<file path="src/rtl/ffmd_defines.svh">
// Constants for the freefall/motion detector: register offsets, fields, resets.
// Assumes inclusion by bare name from the package and the design module.
`ifndef FFMD_DEFINES_SVH
`define FFMD_DEFINES_SVH

// ==========================================================================
// Register byte offsets
`define FFMD_CFG_ADDR      8'h54
`define FFMD_SRC_ADDR      8'h58
`define FFMD_THS_ADDR      8'h5C
`define FFMD_CNT_ADDR      8'h60
`define FFMD_SMP_X_ADDR    8'h64
`define FFMD_SMP_Y_ADDR    8'h68
`define FFMD_SMP_Z_ADDR    8'h6C

// ==========================================================================
// Register fields: configuration, threshold mode, source event
`define FFMD_CFG_LATCH_BIT 7
`define FFMD_CFG_COMB_BIT  6
`define FFMD_CFG_ZEN_BIT   5
`define FFMD_CFG_YEN_BIT   4
`define FFMD_CFG_XEN_BIT   3
`define FFMD_THS_MODE_BIT  7
`define FFMD_SRC_EA_BIT    7

// ==========================================================================
// Reset values
`define FFMD_CFG_RST       8'h00
`define FFMD_THS_RST       8'h00
`define FFMD_CNT_RST       8'h00
`define FFMD_SMP_RST       12'h000
`define FFMD_ODR_DIV_RST   32'd1000

`endif

</file>
<file path="src/rtl/ffmd_pkg.sv">
// Types shared by the freefall/motion detector.
// Assumes the defines header is on the include path.
package ffmd_pkg;
    `include "ffmd_defines.svh"

    typedef enum logic [1:0] {
        FFMD_FREEFALL_LIVE,
        FFMD_FREEFALL_LATCH,
        FFMD_MOTION_LIVE,
        FFMD_MOTION_LATCH
    } ffmd_mode_t;
endpackage

</file>
<file path="src/rtl/ffmd_top.sv">
// Freefall/motion event detector with an AHB-Lite register slave.
// Assumes one 100 MHz clock and samples written by software over the bus.
`timescale 1ns/1ps
`include "ffmd_defines.svh"

module ffmd_top
    import ffmd_pkg::*;
#(
    parameter int          SMP_W   = 12,
    parameter logic [31:0] ODR_DIV = `FFMD_ODR_DIV_RST
) (
    input  wire logic        clk_i,
    input  wire logic        srst_i,
    input  wire logic        hsel_i,
    input  wire logic [31:0] haddr_i,
    input  wire logic [1:0]  htrans_i,
    input  wire logic        hwrite_i,
    input  wire logic [2:0]  hsize_i,
    input  wire logic [31:0] hwdata_i,
    input  wire logic        hready_i,
    output logic      [31:0] hrdata_o,
    output logic             hreadyout_o,
    output logic             hresp_o,
    output logic             event_active_o
);

    // ======================================================================
    // Helpers
    function automatic logic [SMP_W-2:0] mag(input logic [SMP_W-1:0] s);
        logic [SMP_W-1:0] a;
        a = s[SMP_W-1] ? (~s + 1'b1) : s;
        return (a[SMP_W-1]) ? {(SMP_W-1){1'b1}} : a[SMP_W-2:0];
    endfunction

    // Threshold is 7 bits, compared against the top magnitude bits
    function automatic logic above(input logic [SMP_W-1:0] s, input logic [6:0] t);
        logic [SMP_W-2:0] m;
        m = mag(s);
        return m[SMP_W-2 -: 7] > t;
    endfunction

    // ======================================================================
    // Registers
    logic [7:0]       cfg_q;
    logic [7:0]       ths_q;
    logic [7:0]       cnt_set_q;
    logic [SMP_W-1:0] smp_q [3];
    logic [7:0]       dbc_q;
    logic             ea_q;
    logic [5:0]       axf_q;
    logic [31:0]      div_q;
    logic             odr_tick;

    logic             dph_q;
    logic             dph_wr_q;
    logic [7:0]       dph_addr_q;

    wire logic latch_en = cfg_q[`FFMD_CFG_LATCH_BIT];
    wire logic comb_sel = cfg_q[`FFMD_CFG_COMB_BIT];
    wire logic [2:0] axen = {cfg_q[`FFMD_CFG_ZEN_BIT], cfg_q[`FFMD_CFG_YEN_BIT],
                             cfg_q[`FFMD_CFG_XEN_BIT]};
    wire logic dbc_mode = ths_q[`FFMD_THS_MODE_BIT];

    ffmd_mode_t mode;
    always_comb begin
        mode = ffmd_mode_t'({comb_sel, latch_en});
    end

    // ======================================================================
    // AHB-Lite slave: zero wait state, OKAY only
    wire logic req = hsel_i && hready_i && htrans_i[1];
    wire logic src_rd = dph_q && !dph_wr_q && dph_addr_q == `FFMD_SRC_ADDR;

    assign hreadyout_o = 1'b1;
    assign hresp_o     = 1'b0;

    always_ff @(posedge clk_i) begin
        if (srst_i) begin
            dph_q      <= 1'b0;
            dph_wr_q   <= 1'b0;
            dph_addr_q <= 8'h00;
        end else if (hready_i) begin
            dph_q      <= req;
            dph_wr_q   <= hwrite_i;
            dph_addr_q <= haddr_i[7:0];
        end
    end

    always_ff @(posedge clk_i) begin
        if (srst_i) begin
            cfg_q     <= `FFMD_CFG_RST;
            ths_q     <= `FFMD_THS_RST;
            cnt_set_q <= `FFMD_CNT_RST;
            for (int i = 0; i < 3; i++) smp_q[i] <= `FFMD_SMP_RST;
        end else if (dph_q && dph_wr_q) begin
            case (dph_addr_q)
                `FFMD_CFG_ADDR:   cfg_q     <= hwdata_i[7:0];
                `FFMD_THS_ADDR:   ths_q     <= hwdata_i[7:0];
                `FFMD_CNT_ADDR:   cnt_set_q <= hwdata_i[7:0];
                `FFMD_SMP_X_ADDR: smp_q[0]  <= hwdata_i[SMP_W-1:0];
                `FFMD_SMP_Y_ADDR: smp_q[1]  <= hwdata_i[SMP_W-1:0];
                `FFMD_SMP_Z_ADDR: smp_q[2]  <= hwdata_i[SMP_W-1:0];
                default: ;
            endcase
        end
    end

    // Read data registered in the address phase, so it stands in the data phase
    always_ff @(posedge clk_i) begin
        if (srst_i) begin
            hrdata_o <= 32'h0000_0000;
        end else if (req && !hwrite_i) begin
            case (haddr_i[7:0])
                `FFMD_CFG_ADDR: hrdata_o <= {24'h00_0000, cfg_q};
                `FFMD_SRC_ADDR: hrdata_o <= {24'h00_0000, ea_q, 1'b0, axf_q};
                `FFMD_THS_ADDR: hrdata_o <= {24'h00_0000, ths_q};
                `FFMD_CNT_ADDR: hrdata_o <= {24'h00_0000, cnt_set_q};
                default:        hrdata_o <= 32'h0000_0000;
            endcase
        end
    end

    // ======================================================================
    // Output data rate enable
    always_ff @(posedge clk_i) begin
        if (srst_i) begin
            div_q <= 32'h0000_0000;
        end else if (div_q >= ODR_DIV - 32'h1) begin
            div_q <= 32'h0000_0000;
        end else begin
            div_q <= div_q + 32'h1;
        end
    end
    assign odr_tick = (div_q >= ODR_DIV - 32'h1);

    // ======================================================================
    // Axis comparison and combination
    logic [2:0] hi;
    logic [5:0] live_flags;
    logic       motion_c;
    logic       free_c;
    logic       cond;

    always_comb begin
        for (int i = 0; i < 3; i++) begin
            hi[i] = above(smp_q[i], ths_q[6:0]);
            live_flags[2*i+1] = axen[i] & hi[i];
            live_flags[2*i]   = axen[i] & smp_q[i][SMP_W-1];
        end
        motion_c = |(axen & hi);
        free_c   = ((axen & hi) == 3'b000);
        // Disabled detector never sees a condition
        cond = (axen != 3'b000) && (comb_sel ? motion_c : free_c);
    end

    // ======================================================================
    // Debounce counter and event flag
    wire logic latched_clr = latch_en && src_rd;

    always_ff @(posedge clk_i) begin
        if (srst_i) begin
            dbc_q <= 8'h00;
        end else if (latched_clr) begin
            dbc_q <= 8'h00;
        end else if (odr_tick) begin
            if (cond) begin
                if (dbc_q < cnt_set_q) dbc_q <= dbc_q + 8'h01;
            end else if (dbc_mode) begin
                dbc_q <= 8'h00;
            end else if (dbc_q != 8'h00) begin
                dbc_q <= dbc_q - 8'h01;
            end
        end
    end

    always_ff @(posedge clk_i) begin
        if (srst_i) begin
            ea_q <= 1'b0;
        end else if (latched_clr) begin
            ea_q <= 1'b0;
        end else if (odr_tick) begin
            if (cond && (dbc_q >= cnt_set_q || dbc_q + 8'h01 == cnt_set_q)) begin
                ea_q <= 1'b1;
            end else if (!latch_en && !cond) begin
                // Mode 1 clears at once; mode 0 waits for decrement to zero
                if (dbc_mode || dbc_q <= 8'h01) ea_q <= 1'b0;
            end
        end
    end

    // Per-axis flags: live while no latched event is held
    always_ff @(posedge clk_i) begin
        if (srst_i) begin
            axf_q <= 6'h00;
        end else if (latched_clr) begin
            axf_q <= 6'h00;
        end else if (!(latch_en && ea_q)) begin
            axf_q <= live_flags;
        end
    end

    assign event_active_o = ea_q;
endmodule

</file>
<file path="config.mk">
export PLATFORM = sky130hd
export DESIGN_NAME = ffmd_top
export DESIGN_NICKNAME = d
export VERILOG_FILES = /design/src/rtl/ffmd_pkg.sv /design/src/rtl/ffmd_top.sv
export VERILOG_INCLUDE_DIRS = /design/src /design/src/rtl
export SDC_FILE = /design/constraint.sdc
export NUM_CORES = 1
export LEC_CHECK = 0
export BUFFER_PORTS_ARGS = -buffer_cell sky130_fd_sc_hd__buf_4
export CORE_ASPECT_RATIO = 0.5
export CORE_MARGIN = 3
export CORE_UTILIZATION = 61
export CTS_CLUSTER_SIZE = 8
export DETAILED_ROUTE_END_ITERATION = 10
export PLACE_DENSITY = 0.85
export SLEW_MARGIN = 25
export SYNTH_ARGS = -nofsm -noshare
export SYNTH_HDL_FRONTEND = slang
export SYNTH_SLANG_ARGS = --single-unit
export TNS_END_PERCENT = 50
</file>
<file path="constraint.sdc">
create_clock -name clk_i -period 9.4 [get_ports clk_i]
set_input_delay 1.88 -clock clk_i [delete_from_list [all_inputs] [get_ports clk_i]]
set_output_delay 1.88 -clock clk_i [all_outputs]
set_load 0.02 [all_outputs]
</file>
==> metrics.md <==
| Metric | Value |
|---|---|
| Run status | `complete, no violations` |
| Synth area leaders | `dfxtp_1, edfxtp_1, ha_1` |
| Final Cycle Share | `a little under three fifths` |
| Setup WS post-layout | `4.11 ns` |
| Starting Density | `between 60% and 70%` |
| Placed Cells | `822` |
| CTS tree | `built` |
| Clock Root Buffer | `clkbuf_16` |
| Global-route wire length before repair | `23,400 um` |
| Clock Skews | `between 0.008 and 0.009 ns` |
| CTS-repair resized insts | `0` |
| Fill count | `664` |
| Initial antenna violation count | `0` |
| Ys async rst share | `0%` |
| Worst-margin pin slew | `1.04 ns` |
| Crit Path Class | `register to register` |
| Tot GR Track Use | `25.8%` |
| Delay-heaviest family, CP | `simple AND/OR/NAND/NOR gates` |
| Number of flops mapped to enable cells by yosys | `36` |
| Reg2Reg Capture Point | `dbc_q[1]$_SDFFE_PP0P_` |
| Mapped Cells | `between 600 and 700` |
| Largest family of logic cells by synthesized area | `simple AND/OR/NAND/NOR gates` |
| Clock transition at path regs | `0.05 ns` |
| Simple-gate area share of the yosys netlist | `18.5%` |
| Die Width | `150 um` |
| Post-synth top area cell | `dfxtp_1` |
| PD cells | `204 nW/um2` |
| VDD IR max | `165 uV` |
| R2R depth | `15` |
| DRC viols | `0` |
| Worst skew pair latency | `~0.42 ns` |
| Compound-Gate Fraction of Synth Area | `11.8%` |
| Diode count | `0` |
| Std-Cell Rows | `25` |
| Worst hold path type | `register to register` |
| Endpoints failing setup | `0` |
| Synth-to-Final Area Change | `14.0%` |
| Vias in the first global route | `around 4,800` |
| Reg2reg setup slack | `~4 ns` |
| Syn avg cell area | `9.62 um2` |
| CP cell instances | `or4_4 > or3_4 > or4_4 > or4b_4 > nand2_1 > ha_1 > a21oi_1 > a21oi_1 > o221ai_1 > nand2_1 > nor2_1 > mux2_2 > mux2i_2 > a211oi_1 > a211oi_1` |
| Number of hold buffers added after CTS | `0` |
| Dpl hpwl | `9790 um` |
| Via count | `slightly below 5,000` |
| Post-Synth XOR/XNOR Area | `4.86%` |
| Reg-to-Reg Start | `smp_q[0][27]$_DFFE_PP_` |
| Ys Warns | `0` |
| Sequential element share of the synthesized area | `45.3%` |
| CP bufs+invs | `0` |
| Fin cells | `854` |
| Maximum number of pins on one net before global-route repair | `50` |
| Slew HR | `between 30 and 40%` |
| Max frequency | `189 MHz` |
| Top-area cell type share of the netlist area | `28.2%` |
| CP endpoint kind | `register` |
| Clock tree buffer depth | `2` |
| CP peak stage delay | `about 0.68 ns` |
| DR vias/cell | `5.80` |
| CTS H-Tree Depth | `4` |
| Hold Path Sink | `div_q[0]$_SDFF_PP0_` |
| Initial DRC Count | `423` |
| TNS Setup | `0 ns` |
| Critical Path RT | `9.71 ns` |
| Commonest cells in the netlist | `dfxtp_1, nor2_1, nand2_1` |
| LEAKAGE | `between 2 and 3 nW` |
| Place WS | `4.28 ns` |
| Worst EP arrival | `5.60 ns` |
| Synth unique cells | `slightly above 50` |
| Maximum fanout along the worst path | `14` |
| Hold path start | `div_q[0]$_SDFF_PP0_` |
| Fin. Hold Viols | `0` |
| Num CTS Buffers | `17` |
| Postcts setup bufs | `0` |
| Max-slew violations | `0` |
| Tmin final | `roughly 5.3 ns` |
| Commonest register cell after synthesis | `dfxtp_1` |
| CTS sink cnt | `125` |
| Final Net Count | `814` |
| Share of cells above drive strength 1 | `11.8%` |
| RD Place Congestion | `~0.83` |
| Post-synthesis adder-cell area fraction | `6.74%` |
| Critical path depth | `15` |
| RSZ-0062 raised after global routing | `false` |
| Critical-path top delay cell | `mux2i_2` |
| Die Span Y | `between 70 and 80 um` |
| Wire per inst | `16.8 um` |
| Dominant cell by count in the synthesized netlist | `dfxtp_1` |
| Drt total wl | `14,400 um` |
| Critical Path Source Type | `register` |
| ANT nets after route | `0` |
| Drt first pass iters | `5` |
| Placeable core area | `9760 um2` |
| Mux cell area share after synthesis | `roughly 6.9%` |
| Total global routing overflow | `0` |
| Synthesized area | `between 6000 and 7000 um2` |
| #FFs+latches synth | `125` |
| DIE AREA | `11,700 um2` |
| Port Buffer Count | `34` |
| Max Cap Viol | `0` |
| IO Pins | `109` |
| Worst hold stages | `1` |
-- worst max path at each step --
stage,from,end
2_1_floorplan,smp_q[0][15]$_DFFE_PP_,dbc_q[5]$_SDFFE_PP0P_
3_3_place_gp,smp_q[0][15]$_DFFE_PP_,dbc_q[3]$_SDFFE_PP0P_
3_5_place_dp,smp_q[0][13]$_DFFE_PP_,dbc_q[1]$_SDFFE_PP0P_
4_1_cts,smp_q[0][27]$_DFFE_PP_,dbc_q[1]$_SDFFE_PP0P_
5_1_grt,smp_q[0][27]$_DFFE_PP_,dbc_q[1]$_SDFFE_PP0P_
6_report,smp_q[0][27]$_DFFE_PP_,dbc_q[1]$_SDFFE_PP0P_
-- routing by layer --
| layer | track usage (%) | vias up | routed length [um] |
|---|---|---|---|
| met5 | 0 | - | 0 |
| met4 | 10.6 | 0 | 294 |
| met3 | 5.78 | 30 | 1020 |
| met2 | 44.1 | 203 | 7080 |
| met1 | 31.7 | 2345 | 5990 |
| li1 | - | 2376 | - |
-- stage by stage --
| step | power [mW] | hold WS [ns] | util [%] | area, um2 |
|---|---|---|---|---|
| 6_report | 1.47 | 0.445 | 73.7 | 7200 |
| 5_1_grt | 1.54 | 0.462 | 73.7 | 7200 |
| 4_1_cts | 1.47 | 0.448 | 73.7 | 7190 |
| 3_5_place_dp | 0.871 | 0.439 | 68.0 | 6640 |
| 3_3_place_gp | 0.858 | 0.431 | 67.9 | 6630 |
| 2_1_floorplan | 0.823 | 0.418 | - | 6490 |
-- logic make-up after synthesis --
kind of cell | after synthesis
AOI/OAI and AO/OA | 115
DFF | 125
other | 2
muxes | 43
buffers and inverters | 71
and+or+nand+nor | 231
adders and majority gates | 34
xor gates and xnor gates | 35
-- placed cells by master (no fill, tap or decap), drive strengths merged, types with 5 or more instances in the layout --
cell	instances
mux2i	39
nand4	6
dfxtp	89
clkbuf	17
a21oi	31
edfxtp	36
a211oi	5
and2	16
or4	7
xnor2	12
conb	48
nor3	12
buf	34
nor2	85
nand2	46
clkinv	10
and3	6
a22oi	22
nor4	7
xor2	23
ha	34
o21ai	19
nand3	21
a31oi	8
nor2b	5
inv	23
-- where the power goes --
group / total, mW / switching, mW / internal (mW)
sequential: 0.614 / 0.0346 / 0.579
combinational: 0.255 / 0.141 / 0.114
clock: 0.602 / 0.242 / 0.361
total: 1.47 / 0.417 / 1.05
-- worst reg2reg max path: stages (launching register included) --
cell	delay, ns
edfxtp_1	0.39
or4_4	0.58
or3_4	0.37
or4_4	0.44
or4b_4	0.53
nand2_1	0.09
ha_1	0.25
a21oi_1	0.14
a21oi_1	0.09
o221ai_1	0.26
nand2_1	0.10
nor2_1	0.33
mux2_2	0.49
mux2i_2	0.68
a211oi_1	0.14
a211oi_1	0.31
-- sequential cells by signal, summed over array words and instances, names as in the netlist --
signal / flops
cfg_q: 8
div_q: 32
dph_wr_q: 1
dbc_q: 8
cnt_set_q: 8
ths_q: 8
dph_q: 1
dph_addr_q: 8
event_active_o: 1
smp_q: 36
axf_q: 6
hrdata_o: 8
-- final cells by class --
cell class | count | area (um2) | share of cell area [%]
multi-input combinational | 506 | 3280 | 45.5
sequential | 125 | 2860 | 39.8
clock buffer | 17 | 425 | 5.91
timing repair buffer | 34 | 255 | 3.55
tap | 135 | 169 | 2.35
clock inverter | 15 | 124 | 1.72
inverter | 22 | 82.6 | 1.15
(Power assumes the default switching activity.)
